$ cat src/include/wdrst_params.svh
`ifndef WDRST_PARAMS_SVH
`define WDRST_PARAMS_SVH

// register map, byte addresses on the apb slave
`define WDRST_ADDR_W          12
`define WDRST_CTRL_OFFSET     12'h060
`define WDRST_STAT_OFFSET     12'h064

// watchdog_control fields
`define WDRST_CTRL_UNLOCK_BIT 4
`define WDRST_CTRL_ON_BIT     3
`define WDRST_CTRL_SEL_MSB    2
`define WDRST_CTRL_SEL_LSB    0
`define WDRST_CTRL_RESET      8'h00

// reset_cause_status fields
`define WDRST_STAT_SCAN_BIT   4
`define WDRST_STAT_DOG_BIT    3
`define WDRST_STAT_DROP_BIT   2
`define WDRST_STAT_PIN_BIT    1
`define WDRST_STAT_PWR_BIT    0
`define WDRST_STAT_POR_VALUE  5'h01

// timing
`define WDRST_CLK_HZ          40000000
`define WDRST_OSC_HZ          1000000
`define WDRST_OSC_DIV         (`WDRST_CLK_HZ / `WDRST_OSC_HZ)
`define WDRST_UNLOCK_CYCLES   4
`define WDRST_BASE_LOG2       14
`define WDRST_FUSE_SETTLE     3

`endif

$ cat src/include/wdrst_pkg.sv
package wdrst_pkg;

   typedef enum logic {
      WDRST_LEVEL1 = 1'b0,
      WDRST_LEVEL2 = 1'b1
   } wdrst_level_t;

   typedef logic [2:0] wdrst_sel_t;

endpackage

$ cat src/design/wdrst_counter.sv
`timescale 1ns/1ps
`default_nettype none
`include "wdrst_params.svh"

module wdrst_counter
   import wdrst_pkg::*;
#(
   parameter int BASE_LOG2 = `WDRST_BASE_LOG2
) (
   input  wire logic              clk_i,
   input  wire logic              rst_n_i,
   input  wire logic              clear_i,
   input  wire logic              run_i,
   input  wire logic              tick_i,
   input  wire wdrst_pkg::wdrst_sel_t sel_i,
   output logic                   expire_o
);

   localparam int CNT_W = BASE_LOG2 + 7;
   localparam logic [CNT_W-1:0] ONE = {{(CNT_W-1){1'b0}}, 1'b1};

   logic [CNT_W-1:0] cnt_q;
   logic             expire_q;
   logic             at_end;

   function automatic logic [CNT_W-1:0] wd_last(input wdrst_sel_t sel);
      wd_last = (ONE << (BASE_LOG2 + int'(sel))) - ONE;
   endfunction

   // >= so a shortened period takes effect at once
   assign at_end = (cnt_q >= wd_last(sel_i));

   always_ff @(posedge clk_i) begin
      if (!rst_n_i || clear_i || !run_i) begin
         cnt_q    <= '0;
         expire_q <= 1'b0;
      end else if (tick_i) begin
         cnt_q    <= at_end ? '0 : cnt_q + ONE;
         expire_q <= at_end;
      end else begin
         expire_q <= 1'b0;
      end
   end

   assign expire_o = expire_q;

endmodule

`default_nettype wire

$ cat src/design/wdrst_sync.sv
`timescale 1ns/1ps
`default_nettype none

module wdrst_sync #(
   parameter int WIDTH = 1
) (
   input  wire logic             clk_i,
   input  wire logic             rst_n_i,
   input  wire logic [WIDTH-1:0] async_i,
   output logic      [WIDTH-1:0] sync_o
);

   logic [WIDTH-1:0] meta_q;
   logic [WIDTH-1:0] sync_q;

   // first stage feeds only the second stage
   always_ff @(posedge clk_i) begin
      if (!rst_n_i) begin
         meta_q <= '0;
         sync_q <= '0;
      end else begin
         meta_q <= async_i;
         sync_q <= meta_q;
      end
   end

   assign sync_o = sync_q;

endmodule

`default_nettype wire

$ cat src/design/wdrst_top.sv
// Implementation choice: the APB slave port.
`timescale 1ns/1ps
`default_nettype none
`include "wdrst_params.svh"

module wdrst_top #(
   parameter int BASE_LOG2 = `WDRST_BASE_LOG2,
   parameter int OSC_DIV   = `WDRST_OSC_DIV
) (
   input  wire logic                      clk_i,
   input  wire logic                      rst_n_i,
   input  wire logic                      psel_i,
   input  wire logic                      penable_i,
   input  wire logic                      pwrite_i,
   input  wire logic [`WDRST_ADDR_W-1:0]  paddr_i,
   input  wire logic [31:0]               pwdata_i,
   input  wire logic [3:0]                pstrb_i,
   output logic      [31:0]               prdata_o,
   output logic                           pready_o,
   output logic                           pslverr_o,
   input  wire logic                      always_on_fuse_i,
   input  wire logic                      pin_reset_i,
   input  wire logic                      supply_drop_i,
   input  wire logic                      scan_reset_i,
   input  wire logic                      restart_i,
   output logic                           dog_reset_o,
   output logic                           watchdog_running_o,
   output wdrst_pkg::wdrst_level_t        safety_level_o
);
   import wdrst_pkg::*;

   localparam int DIV_W = $clog2(OSC_DIV);
   localparam logic [DIV_W-1:0] DIV_LAST = DIV_W'(OSC_DIV - 1);
   localparam logic [2:0] WIN_LOAD = 3'(`WDRST_UNLOCK_CYCLES);
   localparam logic [1:0] SETTLE   = 2'(`WDRST_FUSE_SETTLE);

   // synchronised pins
   logic [3:0] pins_s;
   logic       fuse_s;
   logic       pin_s;
   logic       drop_s;
   logic       scan_s;

   wdrst_sync #(
      .WIDTH (4)
   ) u_sync (
      .clk_i   (clk_i),
      .rst_n_i (rst_n_i),
      .async_i ({always_on_fuse_i, pin_reset_i, supply_drop_i, scan_reset_i}),
      .sync_o  (pins_s)
   );

   assign fuse_s = pins_s[3];
   assign pin_s  = pins_s[2];
   assign drop_s = pins_s[1];
   assign scan_s = pins_s[0];

   // state
   logic [1:0]       settle_q;
   wdrst_level_t     level_q;
   logic             on_q;
   wdrst_sel_t       sel_q;
   logic             unlock_q;
   logic [2:0]       win_q;
   logic [4:0]       stat_q;
   logic [DIV_W-1:0] div_q;
   logic             tick_q;
   logic [31:0]      rdata_q;
   logic             err_q;

   // apb decode
   logic       setup;
   logic       wr_acc;
   logic       hit_ctrl;
   logic       hit_stat;
   logic       mapped;
   logic       wr_ctrl;
   logic       wr_stat;
   logic [7:0] wbyte;
   logic       w_unlock;
   logic       w_on;
   wdrst_sel_t w_sel;

   assign setup    = psel_i & ~penable_i;
   assign wr_acc   = psel_i & penable_i & pwrite_i;
   assign hit_ctrl = (paddr_i[`WDRST_ADDR_W-1:2] == (`WDRST_ADDR_W-2)'(`WDRST_CTRL_OFFSET >> 2));
   assign hit_stat = (paddr_i[`WDRST_ADDR_W-1:2] == (`WDRST_ADDR_W-2)'(`WDRST_STAT_OFFSET >> 2));
   assign mapped   = hit_ctrl | hit_stat;
   // only byte lane 0 holds bits; other lanes are ignored
   assign wr_ctrl  = wr_acc & hit_ctrl & pstrb_i[0];
   assign wr_stat  = wr_acc & hit_stat & pstrb_i[0];
   assign wbyte    = pwdata_i[7:0];
   assign w_unlock = wbyte[`WDRST_CTRL_UNLOCK_BIT];
   assign w_on     = wbyte[`WDRST_CTRL_ON_BIT];
   assign w_sel    = wbyte[`WDRST_CTRL_SEL_MSB:`WDRST_CTRL_SEL_LSB];

   // write classes
   logic unlock_wr;
   logic prot_wr;
   logic plain_wr;
   logic lvl2;

   assign lvl2      = (level_q == WDRST_LEVEL2);
   assign unlock_wr = wr_ctrl & w_unlock & w_on;
   // protected only while the window is still open
   assign prot_wr   = wr_ctrl & ~w_unlock & unlock_q;
   assign plain_wr  = wr_ctrl & ~unlock_wr & ~prot_wr;

   // chip reset sources other than power-on
   logic dog_expire;
   logic chip_rst;

   assign chip_rst = pin_s | drop_s | scan_s | dog_reset_o;

   // fuse is sampled for a few cycles after release, then frozen
   always_ff @(posedge clk_i) begin
      if (!rst_n_i) begin
         settle_q <= '0;
         level_q  <= WDRST_LEVEL1;
      end else if (settle_q != SETTLE) begin
         settle_q <= settle_q + 2'h1;
         level_q  <= wdrst_level_t'(fuse_s);
      end
   end

   // watchdog_control
   always_ff @(posedge clk_i) begin
      if (!rst_n_i || chip_rst) begin
         on_q     <= 1'b0;
         sel_q    <= '0;
         unlock_q <= 1'b0;
         win_q    <= '0;
      end else begin
         if (unlock_wr) begin
            on_q     <= 1'b1;
            unlock_q <= 1'b1;
            win_q    <= WIN_LOAD;
         end else if (prot_wr) begin
            // one change per unlock: window shuts after use
            unlock_q <= 1'b0;
            win_q    <= '0;
            sel_q    <= w_sel;
            if (!lvl2) begin
               on_q <= w_on;
            end
         end else begin
            if (plain_wr && w_on) begin
               on_q <= 1'b1;
            end
            if (win_q != 3'h0) begin
               win_q <= win_q - 3'h1;
            end
            if (win_q == 3'h1) begin
               unlock_q <= 1'b0;
            end
         end
      end
   end

   // level 2 forces the dog on regardless of on_q
   logic run;
   assign run = on_q | lvl2;

   // oscillator tick as clock enable
   always_ff @(posedge clk_i) begin
      if (!rst_n_i) begin
         div_q  <= '0;
         tick_q <= 1'b0;
      end else begin
         tick_q <= (div_q == DIV_LAST);
         div_q  <= (div_q == DIV_LAST) ? '0 : div_q + DIV_W'(1);
      end
   end

   wdrst_counter #(
      .BASE_LOG2 (BASE_LOG2)
   ) u_counter (
      .clk_i    (clk_i),
      .rst_n_i  (rst_n_i),
      .clear_i  (restart_i | chip_rst),
      .run_i    (run),
      .tick_i   (tick_q),
      .sel_i    (sel_q),
      .expire_o (dog_expire)
   );

   assign dog_reset_o = dog_expire;

   // reset_cause_status: set beats a write of zero
   logic [4:0] stat_set;
   logic [4:0] stat_keep;

   assign stat_set  = {scan_s, dog_reset_o, drop_s, pin_s, 1'b0};
   assign stat_keep = wr_stat ? (stat_q & wbyte[4:0]) : stat_q;

   always_ff @(posedge clk_i) begin
      if (!rst_n_i) begin
         stat_q <= `WDRST_STAT_POR_VALUE;
      end else begin
         stat_q <= stat_keep | stat_set;
      end
   end

   // read data captured in setup, held through access
   logic [7:0] ctrl_rd;
   logic [7:0] rd_mux;

   assign ctrl_rd = {3'b000, unlock_q, run, sel_q};
   assign rd_mux  = hit_ctrl ? ctrl_rd : (hit_stat ? {3'b000, stat_q} : 8'h00);

   always_ff @(posedge clk_i) begin
      if (!rst_n_i) begin
         rdata_q <= '0;
         err_q   <= 1'b0;
      end else if (setup) begin
         rdata_q <= {24'h000000, rd_mux};
         err_q   <= ~mapped;
      end
   end

   assign pready_o           = psel_i & penable_i;
   assign pslverr_o          = psel_i & penable_i & err_q;
   assign prdata_o           = rdata_q;
   assign watchdog_running_o = run;
   assign safety_level_o     = level_q;

endmodule

`default_nettype wire

$ cat config.mk
export PLATFORM = sky130hd
export DESIGN_NAME = wdrst_top
export DESIGN_NICKNAME = d
export VERILOG_FILES = /design/src/include/wdrst_pkg.sv /design/src/design/wdrst_counter.sv /design/src/design/wdrst_sync.sv /design/src/design/wdrst_top.sv
export VERILOG_INCLUDE_DIRS = /design/src /design/src/include
export SDC_FILE = /design/constraint.sdc
export NUM_CORES = 1
export LEC_CHECK = 0
export ABC_CLOCK_PERIOD_IN_PS = 4280
export BUFFER_PORTS_ARGS = -buffer_cell sky130_fd_sc_hd__buf_2
export CORE_MARGIN = 2
export CORE_UTILIZATION = 35
export CTS_BUF_LIST = sky130_fd_sc_hd__clkbuf_4 sky130_fd_sc_hd__clkbuf_8
export CTS_CLUSTER_SIZE = 30
export DETAILED_ROUTE_END_ITERATION = 12
export SYNTH_ARGS = -nofsm -noshare
export SYNTH_HDL_FRONTEND = slang
export SYNTH_SLANG_ARGS = --single-unit
$ cat constraint.sdc
create_clock -name clk_i -period 4.28 [get_ports clk_i]
set_input_delay 0.642 -clock clk_i [delete_from_list [all_inputs] [get_ports clk_i]]
set_output_delay 0.642 -clock clk_i [all_outputs]
set_load 0.02 [all_outputs]
Word level (Yosys, flattened, before mapping)
Cells that the tools add are included.
- bitwise gates (word level): 29
- muxes and demuxes: 14
- reductions and logical operators: 15
- add/sub/neg operators: 6
- multipliers: 0
- equality and inequality tests: 6
- order comparisons: 1
- divide/modulo/power cells: 0
- shift operators: 1
- operators by type and width (operator ; number):
    $shl A1 B32 Y21 const A ; 1
    $add A21 B1 Y21 const B ; 1
    $ge A21 B21 Y1 ; 1
    $mux W21 ; 1
    $sub A21 B1 Y21 const B ; 1
    $eq A10 B5 Y1 const B ; 2
    $mux W5 ; 3
    $and A1 B1 Y1 ; 14
    $reduce_bool A3 Y1 ; 4
    $mux W3 ; 3
    $mux W1 ; 7
    $not A1 Y1 ; 7
    $add A6 B1 Y6 const B ; 1
    $eq A6 B6 Y1 const B ; 1
    $or A1 B1 Y1 ; 6
    $add A4 B3 Y5 const A ; 1
    $and A5 B5 Y5 ; 1
    $or A5 B5 Y5 ; 1
    $reduce_and A2 Y1 ; 2
    $reduce_or A2 Y1 ; 2
    $eq A3 B1 Y1 const B ; 1
    $logic_or A1 B1 Y1 ; 3
    $ne A3 B3 Y1 const B ; 1
    $reduce_or A3 Y1 ; 1
    other kinds (5) ; 6
- ROM bits: 0
- bits in latches: 0
- input bits: 58
- output and inout bits: 37
- register bits after elaboration: 62
- bits in writable memories: 0
- logic and storage cells: 88
- memories: 0

Longest topological paths before layout
- depth in word-level cells: 13
- mapped depth: 15
- mapped depth without buffers: 13

Modules after synthesis
Synthesis repeated with hierarchy kept, for this count alone.
- cells, all modules: 387
- area, all modules: 3517.1 um^2
- modules (own cells, without submodules) (module ; cells an instance ; area each (um^2) ; instances ; seq. area each (um^2)):
    wdrst_counter ; 200 ; 1781.7 ; 1 ; 440.4
    wdrst_top ; 171 ; 1525.2 ; 1 ; 580.6
    wdrst_sync ; 16 ; 210.2 ; 1 ; 160.2

Worst setup path before layout
No wires, ideal clock.
- path type: register to register
- from: register sel_q[1]
- to: register u_counter.cnt_q[4]
- buffers on the path: 1
- period minus slack after synthesis: 3.107 ns
- data required time: 4.192 ns
- arrival time: 3.020 ns
- path slack: 1.173 ns
- library setup time: 0.088 ns
- stages on the path, launching flop included: 14
- path through: dfxtp_1 > inv_1 > ha_1 > inv_1 > or3_1 > xnor2_1 > ha_1 > a21oi_1 > o21ai_0 > a221oi_1 > o211ai_2 > a21o_1 > buf_6 > nor4_4
- cells in the longest elaborated chain, start to end: 5
- ends and longest elaborated chain (item ; line ; text):
    start: declaration ; wdrst_top.sv:62 ; wdrst_sel_t sel_q;
    start signal: assignment ; wdrst_top.sv:142 ; sel_q <= w_sel;
    $add A4 B3 Y5 ; wdrst_counter.sv:27 ; wd_last = (ONE << (BASE_LOG2 + int'(sel))) - ONE;
    $shl A1 B32 Y21 ; wdrst_counter.sv:27 ;
    $sub A21 B1 Y21 ; wdrst_counter.sv:27 ;
    $ge A21 B21 Y1 ; wdrst_counter.sv:31 ; assign at_end = (cnt_q >= wd_last(sel_i));
    $mux W21 ; wdrst_counter.sv:38 ; cnt_q <= at_end ? '0 : cnt_q + ONE;
    end signal: assignment ; wdrst_counter.sv:38 ;
    end: declaration ; wdrst_counter.sv:22 ; logic [CNT_W-1:0] cnt_q;
No other way between the ends.
A chain may end at the register's enable or synchronous reset.

Final worst setup path
- from: register sel_q[2]
- to: register u_counter.cnt_q[4]
Same word-level chain as after synthesis.

==> out/metrics.yaml <==
setup_violations: 0
antenna_found_initial: 0
synthTopCellsByCount: "59 x dfxtp_1, 54 x nor2_1, 28 x buf_4"
cts.reportedPaths.clkPinSlew_ps: 80
reg2reg_slack_ps: 760
syn_avg_cell_area_sq_um: 8.765
synth_edf_count: 0
fin_crit_ps: 3523
p_switching_mw: 0.3663
cp_data_required_time_ps: 4540
maxCapViolCount: 0
critPathKind: "reg -> reg"
io_buffers: 35
dieArea_sq_um: 10180
nets: 497
synth_most_common_cell: "dfxtp_1"
coreArea_sq_um: 9196
routedWlPerCell_um: 11.60
rr_worst_depth: 12
arrival_ps: 3780
routed_wl_um: 6149
maxSlewViolCount: 0
slew_headroom_pct: 57.13
n_fill_cell: 957
ys_types: 47
cts_buffers: 9
intPower_mw: 0.9282
die_x_um: 100.9
synth_ff_type: "dfxtp_1"
holdWs_ps: 430.9
cts_sinks: 59
post-place-ws_ps: 741.7
hp-class: "reg -> reg"
hold_violations: 0
synth_area_sq_um: 3287
multi_input_area_sq_um: 1886
reg2reg_from: "sel_q[2]"
synth_top_area_cell: "dfxtp_1"
synth_warnings: 0
clock.fmax_mhz: 283.9
grt_usage_pct: 12.80
pwr-share-seq_pct: 45.7
grt_max_degree: 19
synth_area_leaders: "dfxtp_1 36%, ha_1 9.5%, buf_4 6.4%"
grt_first_pass_wirelength_um: 10320
timing.final.ws_setup_ps: 757.4
die-height_um: 100.9
place_congestion: 0.7422
drt_iter0_drc: 103
finalCritPeriodShare_pct: 82.30
ys_seq_area_share_pct: 35.93
synth.top_cell.area_share_pct: 35.93
cts_max_level: 3
cts_hold_buf: 0
ys_ff_latch: 59
skew_ps: 12.52
cp_max_fo: 18
via_per_inst: 4.677
grt_overflow: 0
worstSetupStartpoint: "sel_q[2]"
pwr-share-clk_pct: 40.6
cts_tree: "built"
drive_gt1_share_pct: 15.04
cts_root_buffer: "clkbuf_8"
ys_async_sr_fraction_pct: 0
antenna_cells: 0
crit_path_start_kind: "flop"
finish.utilization_pct: 39.82
syn2layout_area_growth_pct: 11.42
num_rows: 35
synthCells: 375
leakage_nw: 1.491
drtAntennaViolNets: 0
max-vdd-ir-drop_mv: 0.2337
cp-endpoint: "u_counter.cnt_q[4]"
tns_ps: 0
grt_setup_unrepaired: "no"
clk_latency_ps: 340
io_pins: 95
drc: 0
first_global_vias: 2286
p_comb_share_pct: 13.7
vias: 2479
dr.pass1.iters: 4
timing_worst_slew_pin_value_ps: 643.0
hpwl_um: 4697
power.density_nw_per_um2: 353.5
switching_share_pct: 28.30
clock_path_buffers: 2
critPathCaptureType: "flop"
cts_setup_buffers: 0
initial_utilization_pct: 35.74
status: "completed"
regArea_sq_um: 1181
cts.repair.resized: 0
reg2reg_to: "u_counter.cnt_q[4]"
==> cell usage in the layout (no fill, tap or decap), drive strengths merged, types with 6 or more instances in the layout <==
| master | netlist | layout |
|---|---|---|
| nand2 | 22 | 22 |
| nor2 | 54 | 54 |
| o21ai | 9 | 9 |
| dfxtp | 59 | 59 |
| clkbuf | 5 | 9 |
| inv | 18 | 21 |
| mux2i | 10 | 10 |
| nor3 | 13 | 13 |
| and2 | 9 | 9 |
| xor2 | 10 | 10 |
| conb | 1 | 30 |
| nand4 | 9 | 9 |
| or3 | 6 | 6 |
| ha | 25 | 25 |
| xnor2 | 15 | 15 |
| a21oi | 20 | 20 |
| buf | 32 | 36 |
| nand3 | 11 | 11 |
==> registers in the layout (all words and copies together), names as in the netlist, 2 cells and up <==
signal / count
div_q: 6
prdata_o: 5
sel_q: 3
settle_q: 2
stat_q: 5
u_counter.cnt_q: 21
u_sync.meta_q: 4
u_sync.sync_o: 4
win_q: 3
==> final cells by class <==
cell class | count | area share [%]
Timing Repair Buffer | 36 | 4.988
Multi-Input combinational cell | 290 | 51.49
Clock inverter | 7 | 2.255
Sequential cell | 59 | 32.25
Clock buffer | 9 | 3.382
Tap cell | 111 | 3.792
Inverter | 18 | 1.845
==> worst max-delay path, stage by stage, from the launching register on <==
cell and delay, ps:
dfxtp_1 410, inv_1 110, ha_1 410, inv_1 90, or3_1 360, xnor2_1 140
ha_1 310, a21oi_1 120, o21ai_0 90, a221oi_1 410, o211ai_2 210, a21o_1 450
nor4_4 340
==> power groups by stage <==
stage | registers, mW | clock network (mW) | logic, mW
after floorplan | 0.601 | 0 | 0.161
after global placement | 0.603 | 0 | 0.169
after detailed placement | 0.605 | 0 | 0.174
after CTS | 0.592 | 0.541 | 0.178
after global routing | 0.595 | 0.569 | 0.201
final | 0.592 | 0.526 | 0.177
==> metal layers <==
metal	vias up	part of all wire (%)	GRT usage, %
met5	-	0	0
met4	0	0.91	4.366
met3	8	5.0	4.300
met2	53	46	19.74
met1	1114	48	16.77
li1	1304	-	-
==> worst min-delay path by stage <==
stage / startpoint / end / slack [ps] / cells past startpoint
after floorplan: u_sync.meta_q[0] / u_sync.sync_o[0] / 410 / 1
after global placement: u_sync.meta_q[0] / u_sync.sync_o[0] / 420 / 1
after detailed placement: u_sync.meta_q[1] / u_sync.sync_o[1] / 420 / 1
after CTS: u_sync.meta_q[2] / u_sync.sync_o[2] / 430 / 1
after global routing: u_sync.meta_q[2] / u_sync.sync_o[2] / 440 / 1
final: u_sync.meta_q[2] / u_sync.sync_o[2] / 430 / 1
==> per-stage QoR <==
step | instance area (sq um) | cells | power (mW)
final | 3662 | 530 | 1.295
after global routing | 3662 | 530 | 1.365
after CTS | 3662 | 530 | 1.310
after detailed placement | 3456 | 514 | 0.7796
after global placement | 3456 | 514 | 0.7718
after floorplan | 3396 | 404 | 0.7616
==> cells by family after synthesis <==
kind of cell	share of synthesized area [%]
other	0.1141
AOI/OAI and AO/OA	9.326
buffers and inverters	10.01
adders and majority gates	9.517
xor gates and xnor gates	6.662
muxes	3.388
and+or+nand+nor	25.05
DFF	35.93
Note: power is estimated with default switching activity, not from simulation.
